===== src/verilog/wwd_pkg.sv =====
`default_nettype none
package wwd_pkg;
	// Register byte offsets
	localparam logic [11:0] OFS_RESTART = 12'h000;
	localparam logic [11:0] OFS_MODE = 12'h004;
	localparam logic [11:0] OFS_STATUS = 12'h008;
	localparam logic [11:0] OFS_IRQ_MASK = 12'h00c;
	localparam logic [11:0] OFS_IRQ_STAT = 12'h010;
	localparam logic [11:0] OFS_COUNT = 12'h014;
	// Restart control fields
	localparam int KEY_MSB = 31;
	localparam int KEY_LSB = 24;
	localparam logic [7:0] RESTART_KEY = 8'ha5;
	localparam int RESTART_BIT = 0;
	// Mode register fields
	localparam int RELOAD_MSB = 11;
	localparam int RELOAD_LSB = 0;
	localparam int FIEN_BIT = 12;
	localparam int RSTEN_BIT = 13;
	localparam int PROC_BIT = 14;
	localparam int DIS_BIT = 15;
	localparam int DELTA_MSB = 27;
	localparam int DELTA_LSB = 16;
	localparam int DBGHLT_BIT = 28;
	localparam int IDLEHLT_BIT = 29;
	localparam logic [31:0] MODE_RESET = 32'h3fff2fff;
	localparam logic [31:0] MODE_USED = 32'h3fffffff;
	// Status fields
	localparam int UNF_BIT = 0;
	localparam int ERR_BIT = 1;
	// Event interrupt bits: underflow, window error
	localparam int EVT_W = 2;
	localparam logic [1:0] EVT_MASK_RESET = 2'h0;
	// Timing
	localparam int PRESCALE_DIV = 128;
	localparam int CNT_W = 12;
endpackage : wwd_pkg
`default_nettype wire


===== src/verilog/wwd_prescaler.sv =====
`timescale 1ns/1ps
`default_nettype none
// Divides the slow clock enable by a fixed ratio; synchronous restart
module wwd_prescaler #(
	parameter int DIV = wwd_pkg::PRESCALE_DIV
) (
	input wire logic pclk,
	input wire logic presetn,
	input wire logic slow_en,
	input wire logic hold,
	input wire logic restart,
	output logic tick
);
	localparam int W = $clog2(DIV);
	localparam logic [W-1:0] LAST = W'(DIV - 1);
	logic [W-1:0] count;

	// Restart wins so a fresh period always starts from zero
	always_ff @(posedge pclk or negedge presetn) begin
		if (!presetn) begin
			count <= '0;
		end else if (restart) begin
			count <= '0;
		end else if (slow_en && !hold) begin
			count <= (count == LAST) ? '0 : count + W'(1);
		end
	end

	assign tick = slow_en && !hold && !restart && (count == LAST);
endmodule : wwd_prescaler
`default_nettype wire


===== src/verilog/wwd_top.sv =====
`timescale 1ns/1ps
`default_nettype none
module wwd_top (
	input wire logic pclk,
	input wire logic presetn,
	input wire logic psel,
	input wire logic penable,
	input wire logic pwrite,
	input wire logic [11:0] paddr,
	input wire logic [31:0] pwdata,
	input wire logic [3:0] pstrb,
	output logic [31:0] prdata,
	output logic pready,
	output logic pslverr,
	input wire logic slow_clk_en,
	input wire logic debug_state,
	input wire logic idle_state,
	output logic fault_irq,
	output logic wdt_fault,
	output logic fault_proc_only,
	output logic irq
);
	////////////////////////////////////////////////////////////////////////////////
	// Bus decode
	logic wr_acc;
	logic rd_acc;
	logic hit_restart;
	logic hit_mode;
	logic hit_status;
	logic hit_mask;
	logic hit_istat;
	logic hit_count;
	logic mapped;

	assign wr_acc = psel && penable && pwrite;
	assign rd_acc = psel && penable && !pwrite;
	assign hit_restart = (paddr == wwd_pkg::OFS_RESTART);
	assign hit_mode = (paddr == wwd_pkg::OFS_MODE);
	assign hit_status = (paddr == wwd_pkg::OFS_STATUS);
	assign hit_mask = (paddr == wwd_pkg::OFS_IRQ_MASK);
	assign hit_istat = (paddr == wwd_pkg::OFS_IRQ_STAT);
	assign hit_count = (paddr == wwd_pkg::OFS_COUNT);
	assign mapped = hit_restart || hit_mode || hit_status || hit_mask || hit_istat
		|| hit_count;
	// Zero wait states; unmapped offsets answer with an error
	assign pready = 1'b1;
	assign pslverr = psel && penable && !mapped;

	////////////////////////////////////////////////////////////////////////////////
	// Mode register
	logic [31:0] mode;
	logic mode_locked;
	logic mode_wr;
	logic [wwd_pkg::CNT_W-1:0] reload_value;
	logic [wwd_pkg::CNT_W-1:0] window_delta;
	logic fault_irq_enable;
	logic fault_reset_enable;
	logic processor_only_reset;
	logic timer_disable;
	logic debug_halt;
	logic idle_halt;

	// Only the first full-word write lands; a partial strobe does not spend the single write
	assign mode_wr = wr_acc && hit_mode && !mode_locked && (pstrb == 4'hf);

	always_ff @(posedge pclk or negedge presetn) begin
		if (!presetn) begin
			mode <= wwd_pkg::MODE_RESET;
			mode_locked <= 1'b0;
		end else if (mode_wr) begin
			mode <= pwdata & wwd_pkg::MODE_USED;
			mode_locked <= 1'b1;
		end
	end

	assign reload_value = mode[wwd_pkg::RELOAD_MSB:wwd_pkg::RELOAD_LSB];
	assign window_delta = mode[wwd_pkg::DELTA_MSB:wwd_pkg::DELTA_LSB];
	assign fault_irq_enable = mode[wwd_pkg::FIEN_BIT];
	assign fault_reset_enable = mode[wwd_pkg::RSTEN_BIT];
	assign processor_only_reset = mode[wwd_pkg::PROC_BIT];
	assign timer_disable = mode[wwd_pkg::DIS_BIT];
	assign debug_halt = mode[wwd_pkg::DBGHLT_BIT];
	assign idle_halt = mode[wwd_pkg::IDLEHLT_BIT];

	////////////////////////////////////////////////////////////////////////////////
	// Restart request and window check
	logic key_ok;
	logic restart_request;
	logic [wwd_pkg::CNT_W-1:0] count;
	logic in_window;
	logic restart_ok;
	logic window_err;

	// A wrong key discards the whole write, including the restart bit
	assign key_ok = (pwdata[wwd_pkg::KEY_MSB:wwd_pkg::KEY_LSB] == wwd_pkg::RESTART_KEY);
	assign restart_request = wr_acc && hit_restart && key_ok
		&& pwdata[wwd_pkg::RESTART_BIT];
	assign in_window = (count <= window_delta);
	// The window check applies even while disabled
	assign restart_ok = restart_request && in_window;
	assign window_err = restart_request && !in_window;

	////////////////////////////////////////////////////////////////////////////////
	// Prescaler and down counter
	logic halted;
	logic tick;
	logic underflow;

	assign halted = timer_disable
		|| (debug_halt && debug_state)
		|| (idle_halt && idle_state);

	wwd_prescaler #(
		.DIV(wwd_pkg::PRESCALE_DIV)
	) u_prescaler (
		.pclk(pclk),
		.presetn(presetn),
		.slow_en(slow_clk_en),
		.hold(halted),
		.restart(restart_ok || mode_wr),
		.tick(tick)
	);

	// Underflow is the tick that finds the counter already at zero
	assign underflow = tick && (count == '0);

	// Reload has priority over a tick in the same cycle
	always_ff @(posedge pclk or negedge presetn) begin
		if (!presetn) begin
			count <= wwd_pkg::MODE_RESET[wwd_pkg::RELOAD_MSB:wwd_pkg::RELOAD_LSB];
		end else if (mode_wr) begin
			count <= pwdata[wwd_pkg::RELOAD_MSB:wwd_pkg::RELOAD_LSB];
		end else if (restart_ok) begin
			count <= reload_value;
		end else if (underflow) begin
			count <= reload_value;
		end else if (tick) begin
			count <= count - wwd_pkg::CNT_W'(1);
		end
	end

	////////////////////////////////////////////////////////////////////////////////
	// Sticky status flags
	logic underflow_flag;
	logic window_error_flag;
	logic status_rd;

	assign status_rd = rd_acc && hit_status;

	// A new event in the reading cycle survives the clear
	always_ff @(posedge pclk or negedge presetn) begin
		if (!presetn) begin
			underflow_flag <= 1'b0;
			window_error_flag <= 1'b0;
		end else begin
			underflow_flag <= underflow || (underflow_flag && !status_rd);
			window_error_flag <= window_err || (window_error_flag && !status_rd);
		end
	end

	// fault_irq and wdt_fault follow the flags so a status read drops them
	assign fault_irq = fault_irq_enable && (underflow_flag || window_error_flag);
	assign wdt_fault = fault_reset_enable && (underflow_flag || window_error_flag);
	assign fault_proc_only = processor_only_reset;

	////////////////////////////////////////////////////////////////////////////////
	// Event interrupt: sticky, write one to clear, masked
	logic [wwd_pkg::EVT_W-1:0] evt_stat;
	logic [wwd_pkg::EVT_W-1:0] evt_mask;
	logic [wwd_pkg::EVT_W-1:0] evt_in;
	logic [wwd_pkg::EVT_W-1:0] evt_clr;

	assign evt_in = {window_err, underflow};
	assign evt_clr = (wr_acc && hit_istat) ? pwdata[wwd_pkg::EVT_W-1:0] : '0;

	always_ff @(posedge pclk or negedge presetn) begin
		if (!presetn) begin
			evt_stat <= '0;
		end else begin
			evt_stat <= evt_in | (evt_stat & ~evt_clr);
		end
	end

	always_ff @(posedge pclk or negedge presetn) begin
		if (!presetn) begin
			evt_mask <= wwd_pkg::EVT_MASK_RESET;
		end else if (wr_acc && hit_mask) begin
			evt_mask <= pwdata[wwd_pkg::EVT_W-1:0];
		end
	end

	assign irq = |(evt_stat & evt_mask);

	////////////////////////////////////////////////////////////////////////////////
	// Read data, registered on the setup cycle so it stands with pready
	logic [31:0] next_prdata;

	always_comb begin
		next_prdata = 32'h00000000;
		if (hit_mode) begin
			next_prdata = mode;
		end else if (hit_status) begin
			next_prdata[wwd_pkg::UNF_BIT] = underflow_flag;
			next_prdata[wwd_pkg::ERR_BIT] = window_error_flag;
		end else if (hit_mask) begin
			next_prdata[wwd_pkg::EVT_W-1:0] = evt_mask;
		end else if (hit_istat) begin
			next_prdata[wwd_pkg::EVT_W-1:0] = evt_stat;
		end else if (hit_count) begin
			next_prdata[wwd_pkg::CNT_W-1:0] = count;
		end
	end

	// Data captured at setup so it is valid during the single access cycle
	always_ff @(posedge pclk or negedge presetn) begin
		if (!presetn) begin
			prdata <= 32'h00000000;
		end else if (psel && !penable && !pwrite) begin
			prdata <= next_prdata;
		end
	end
endmodule : wwd_top
`default_nettype wire


===== config.mk =====
export PLATFORM = sky130hd
export DESIGN_NAME = wwd_top
export DESIGN_NICKNAME = d
export VERILOG_FILES = /design/src/verilog/wwd_pkg.sv /design/src/verilog/wwd_prescaler.sv /design/src/verilog/wwd_top.sv
export SDC_FILE = /design/constraint.sdc
export NUM_CORES = 1
export LEC_CHECK = 0
export BUFFER_PORTS_ARGS = -buffer_cell sky130_fd_sc_hd__buf_2
export CORE_ASPECT_RATIO = 0.8
export CORE_UTILIZATION = 50
export CTS_CLUSTER_DIAMETER = 200
export CTS_CLUSTER_SIZE = 40
export DETAILED_ROUTE_END_ITERATION = 6
export PLACE_DENSITY = 0.77
export SLEW_MARGIN = 20
export SYNTH_ARGS = -nofsm -noshare
export SYNTH_HDL_FRONTEND = slang
export SYNTH_SLANG_ARGS = --single-unit

===== constraint.sdc =====
create_clock -name pclk -period 2.5 [get_ports pclk]
set_input_delay 0 -clock pclk [delete_from_list [all_inputs] [get_ports pclk]]
set_output_delay 0 -clock pclk [all_outputs]
set_load 0.02 [all_outputs]

## Word-level counts from Yosys, hierarchy flattened

Index checks and enable logic that the tools add are counted.

| word-level totals | value |
|---|---|
| logic and storage cells | 92 |
| output and inout port bits | 38 |
| bits in registers | 88 |
| input bits | 56 |

| operators by class | value |
|---|---|
| reduce and logical (&&, ||, !) cells | 51 |
| muxes and demuxes | 17 |
| $add $sub $neg | 2 |
| order comparisons | 1 |
| eq/ne operators | 8 |
| bitwise logic cells | 4 |

Operator list:

| kind | count |
|---|---|
| two-way mux 12 bit | 6 |
| two-way mux 10 bit | 3 |
| logical AND 1 bit | 27 |
| == test 12 x 4 -> 1 bit (second input constant) | 2 |
| == test 12 x 5 -> 1 bit (second input constant) | 2 |
| logical NOT 12 bit | 2 |
| two-way mux 7 bit | 3 |
| two-way mux 18 bit | 1 |
| == test 12 x 3 -> 1 bit (second input constant) | 1 |
| less-or-equal comparator 12 bit | 1 |
| subtractor 12 x 1 -> 12 bit (second input constant) | 1 |
| logical OR 1 bit | 11 |
| == test 8 bit (second input constant) | 1 |
| logical NOT 1 bit | 8 |
| two-way mux 2 bit | 4 |
| adder 7 x 1 -> 7 bit (second input constant) | 1 |
| == test 7 bit (second input constant) | 1 |
| bitwise AND 2 bit | 2 |
| == test 4 bit (second input constant) | 1 |
| nonzero test 4 bit | 1 |
| inverter 2 bit | 1 |
| bitwise OR 2 bit | 1 |
| nonzero test 2 bit | 1 |
| OR reduction 2 bit | 1 |

## Depth between registers and ports, before layout

| depth | value |
|---|---|
| depth after elaboration | 14 |
| depth in mapped cells | 10 |
| mapped depth without buffers | 9 |

## By module

A second synthesis with hierarchy kept.

| second synthesis, totals | value |
|---|---|
| cells, all modules | 491 |
| area total of the unflattened synthesis | 4,468.0 µm² |

By module, submodules not included:

| module | cells each | sequential area each (µm²) | instances | area an instance (µm²) |
|---|---|---|---|---|
| wwd_top | 449 | 2,025.7 | 1 | 4,090.2 |
| wwd_prescaler | 42 | 175.2 | 1 | 377.9 |

## Worst setup path before layout

No wires, ideal clock.

| timing path | value |
|---|---|
| path kind | register to register |
| from | register count[0] in the netlist's numbering |
| to | register count[11] in the netlist's numbering |
| path slack | 0.086 ns |
| setup time | 0.077 ns |
| period minus slack after synthesis | 2.414 ns |
| stages on the path, launching flop included | 10 |
| arrival | 2.337 ns |
| cells stage by stage | dfstp_2 > inv_1 > ha_1 > nor3b_1 > nor3b_1 > nand4_1 > a2bb2oi_2 > nand2_2 > mux2_1 > a31oi_1 |

| on the way | value |
|---|---|
| longest elaborated chain between the ends | 10 |

Ends and longest elaborated chain:

| item | line | source |
|---|---|---|
| start: declaration | wwd_top.sv:89 | `logic [wwd_pkg::CNT_W-1:0] count;` |
| start signal: assignment | wwd_top.sv:130 | `count <= wwd_pkg::MODE_RESET[wwd_pkg::RELOAD_MSB:wwd_pkg::RELOAD_LSB];` |
| start signal: assignment | wwd_top.sv:132 | `count <= pwdata[wwd_pkg::RELOAD_MSB:wwd_pkg::RELOAD_LSB];` |
| start signal: assignment | wwd_top.sv:134 | `count <= reload_value;` |
| less-or-equal comparator 12 bit | wwd_top.sv:98 | `assign in_window = (count <= window_delta);` |
| logical AND 1 bit | wwd_top.sv:100 | `assign restart_ok = restart_request && in_window;` |
| logical OR 1 bit | wwd_top.sv:120 | `.restart(restart_ok \|\| mode_wr),` |
| logical NOT 1 bit | wwd_prescaler.sv:29 | `assign tick = slow_en && !hold && !restart && (count == LAST);` |
| logical AND 1 bit (2 in a row) | wwd_prescaler.sv:29 |  |
| logical AND 1 bit | wwd_top.sv:125 | `assign underflow = tick && (count == '0);` |
| two-way mux 12 bit | wwd_top.sv:135 | `end else if (underflow) begin` |
| two-way mux 12 bit | wwd_top.sv:133 | `end else if (restart_ok) begin` |
| two-way mux 12 bit | wwd_top.sv:131 | `end else if (mode_wr) begin` |

Several ways; a longest one is shown, not always the timed one. The select of a mux whose other input is x is not followed.
A chain may end at the register's enable or synchronous reset.

## Worst setup path after layout

| timing path | value |
|---|---|
| from | register mode[17] |
| to | register count[11] in the netlist's numbering |

| on the way | value |
|---|---|
| longest elaborated chain between the ends | 10 |

Ends and longest elaborated chain:

| item | line | source |
|---|---|---|
| start: declaration | wwd_top.sv:51 | `logic [31:0] mode;` |
| start signal: assignment | wwd_top.sv:68 | `mode <= wwd_pkg::MODE_RESET;` |
| start signal: assignment | wwd_top.sv:71 | `mode <= pwdata & wwd_pkg::MODE_USED;` |
| less-or-equal comparator 12 bit * | wwd_top.sv:98 |  |
| logical AND 1 bit * | wwd_top.sv:100 |  |
| logical OR 1 bit | wwd_top.sv:120 |  |
| logical NOT 1 bit | wwd_prescaler.sv:29 |  |
| logical AND 1 bit (2 in a row) | wwd_prescaler.sv:29 |  |
| logical AND 1 bit | wwd_top.sv:125 |  |
| two-way mux 12 bit | wwd_top.sv:135 |  |
| two-way mux 12 bit | wwd_top.sv:133 |  |
| two-way mux 12 bit | wwd_top.sv:131 |  |
| end signal: assignment | wwd_top.sv:132 |  |
| end signal: assignment | wwd_top.sv:134 |  |
| end signal: assignment | wwd_top.sv:136 | `count <= reload_value;` |

Mark *: on every way between the ends. The rest lies on a longest branch, timed or not.

==> summary.md <==
| Metric | Value |
|---|---|
| Drt first-iter violations | between 200 and 300 |
| Yosys warning total | 0 |
| Synthesized area | 0.00458 mm² |
| Worst hold slack | between 0.03 and 0.04 ns |
| FMAX | 415 MHz |
| Max cap viols | 0 |
| Grt ovf | 0 |
| Finished Layout Cells | 750 |
| Commonest non-fill, non-tap cell in the layout | nand2_1 |
| IO Pins | 94 |
| GP Congestion | around 0.90 |
| Port Buffers | 90 |
| Critical path type | register to register |
| CP required | around 2.8 ns |
| Clock Tree Root | clkbuf_16 |
| Final Max Slew Viols | 0 |
| PD cells | ~560 mW/mm² |
| Post-synthesis sequential area ratio | 48.1% |
| Fin nets | 703 |
| Maximum clock path buffer count | 2 |
| DP HPWL | 8390 µm |
| Highest-count cells in the layout ignoring fill and taps | nand2_1 (142), buf_2 (89), dfrtp_1 (47) |
| Vias in the first global route | 4,168 |
| Synth Instances | 508 |
| Number of remaining DRC errors | 0 |
| Slowest-stage cell, CP | dfstp_2 |
| Relative slew slack | 33.5% |
| Post-synth EDFFs | 0 |
| Die Y-Extent | 87.6 µm |
| Pin count of the biggest net entering global routing | 80 |
| Top FF cell, synth | dfrtp_1 |
| Clock latency on the worst-skew pair | 0.34 ns |
| Remaining antenna violation count | 0 |
| Avg Cell Area, Syn | 9.01 µm² |
| Detailed-route wire length | 12,500 µm |
| Crit-path max FO | 6 |
| Total power | 0.00329 W |
| Total track usage | between 20 and 30% |
| ANT cells | 0 |
| TritonRoute pass-1 iters | 5 |
| First-pass GRT wire length | between 20,000 and 25,000 µm |
| CTS sink cnt | 86 |
| CTS clock-pin slew for the worst setup and hold paths | 0.07 ns |
| Die ar. | 0.00954 mm² |
| Dpl cells | 700 |
| H-tree levels | 3 |
| Leakage | around 2.9 nW |
| Chip Width | about 110 µm |
| Std cell rows | 30 |
| Outcome | completed |
| Min-Delay Path Class | input port to register |
| Synthesis-stage register bit count | 86 |
| Fill cells | 672 |
| Worst setup EP type | register |
| Num CTS Buffers | 9 |
| Slew at the pin closest to its max-slew limit | approximately 1.0 ns |
| TritonCTS clock tree | done |
| Distinct cells, synth | 64 |
| Critical Path Max Stage Delay | about 0.54 ns |
| CP cell instances | inv_1, ha_1, nor2b_1, o211ai_1, a211o_1, nand4_4, nand2_4, mux2_1, a31oi_1 |
| VDD IR max | 378 µV |
| Drt via density | ~5.6 |
| Final Setup Violations | 0 |
| Register area | 0.00220 mm² |
| Area Growth Syn to Fin | 28.6% |
| Initial antenna violation count | 0 |
| Layout cells sized above 1 | a little under a third |
| Startpoint Class | register |
| Arrival time worst endpoint | 2.67 ns |
| DR vias | 4,237 |
| Initial core utilization | 52.8% |
| Multi-input gate area | 0.00228 mm² |
| Placeable Area | between 0.008 and 0.009 mm² |
| Drt wl/cell | 16.7 µm |
| Ys async rst share | between 90% and 100% |
| Clock skew | 0.00473 ns |
| Min Clock Period, post-route | 2.41 ns |
| Final worst path period share | a little over nine tenths |
| Final hold vios | 0 |
| RSZ-0062 raised after global routing | true |
report_power, final:
group / switching (W) / internal, W / total [W] / leakage, nW
logic: 0.000166 / 0.000143 / 0.000309 / 1.65
registers: 0.0000709 / 0.00145 / 0.00152 / 1.05
clock network: 0.000579 / 0.000883 / 0.00146 / 0.153
total: 0.000816 / 0.00248 / 0.00329 / 2.85
kinds of logic (layout without fill, tap and decap cells):
logic type / count (synthesis) / after routing / synth area share, %
xor+xnor: 10 / 10 / 1.91
mux: 12 / 12 / 2.90
flops: 86 / 86 / 48.1
fa+ha+maj: 14 / 14 / 3.83
other cells: 2 / 3 / 0.164
simple gates: 236 / 236 / 24.9
compound gates: 109 / 109 / 14.4
buf+inv: 39 / 168 / 3.80
metal layers:
metal	track usage [%]	up-vias	routed length, µm
met4	8.23	0	252
met2	45.6	168	5950
met5	0	-	0
li1	-	2004	-
met3	6.70	29	801
met1	35.9	2036	5520
sequential cells by signal, indices dropped and copies added (netlist names), 2 cells and up:
| register | count |
|---|---|
| evt_mask | 2 |
| count | 12 |
| u_prescaler.count | 7 |
| prdata | 30 |
| evt_stat | 2 |
| mode | 30 |
synth_stat cells (2+ instances only):
cell      number  area (µm²)
nand3_1        6        30.0
mux2_2         7        78.8
and3_1         5        31.3
nand2_1      144         541
nand2b_1       4        25.0
mux2_1         3        33.8
buf_2          4        20.0
and4_1         2        17.5
a22oi_1       12        90.1
and2_1         3        18.8
dfstp_2       39        1020
buf_1          3        11.3
buf_4          6        45.0
nor2_1        23        86.3
nand4_1       11        68.8
o21ai_1       12        60.1
conb_1         2        7.51
o221ai_1       2        17.5
nor2b_1        5        31.3
a31oi_1        8        50.1
or3_4          2        22.5
nor3_1         7        35.0
a21oi_1       21         105
mux2i_1        2        20.0
xor2_1         4        35.0
nor4_1         2        12.5
o211ai_1       2        15.0
inv_1         14        52.6
xnor2_1        6        52.6
clkbuf_1      12        45.0
nor4bb_1       2        20.0
a21o_1         3        22.5
nor3b_1        3        22.5
o21a_1         3        22.5
o21ai_0       36         180
dfrtp_1       47        1180
ha_1          14         175
area by class of cell:
class | instances | share of cell area [%]
Inverter | 14 | 0.893
Multi-Input combinational cell | 384 | 38.7
Sequential cell | 86 | 37.4
Clock inverter | 6 | 1.60
Clock buffer | 10 | 3.89
Tap cell | 112 | 2.38
Timing Repair Buffer | 138 | 15.1
path summary, 6_finish.rpt:
path	startpoint	depth (start not counted)	slack, ns	to
max	mode[17]	9	0.09	count[11]
min	pwrite	3	0.03	window_error_flag
max reg2reg	mode[17]	9	0.09	count[11]
min reg2reg	mode[28]	2	0.46	mode[28]
max in group asynchronous	presetn	3	1.35	mode[10]
min in group asynchronous	presetn	2	0.36	prdata[15]
through the flow:
stage	utilization [%]	setup WS (ns)	instance area [µm²]	setup TNS [ns]
global route	67.8	-0.0500	5880	-0.0909
detailed placement	59.5	-0.00657	5160	-0.00657
finish	67.8	0.0910	5880	0
global placement	59.5	0.107	5160	0
CTS	66.9	0.0652	5800	0
floorplan	-	0.0860	4580	0
worst max-delay path, delay by kind of cell, from the launching register on:
| family | cells | cell delay, ns |
|---|---|---|
| muxes | 1 | 0.33 |
| and+or+nand+nor | 3 | 0.46 |
| AOI/OAI and AO/OA | 3 | 0.60 |
| adders and majority gates | 1 | 0.31 |
| DFF | 1 | 0.54 |
| buffers and inverters | 1 | 0.08 |
repair_timing:
action                                 in CTS  in global routing
setup endpoints to repair                   1                 18
endpoints found under the hold margin      91                  0
hold buffers                               31                  0
buffers inserted                            0                  3
resized for setup                           1                 10
gates cloned                                0                  0
pin swaps                                   0                  4
No activity file was read; power rests on OpenSTA's default activity.
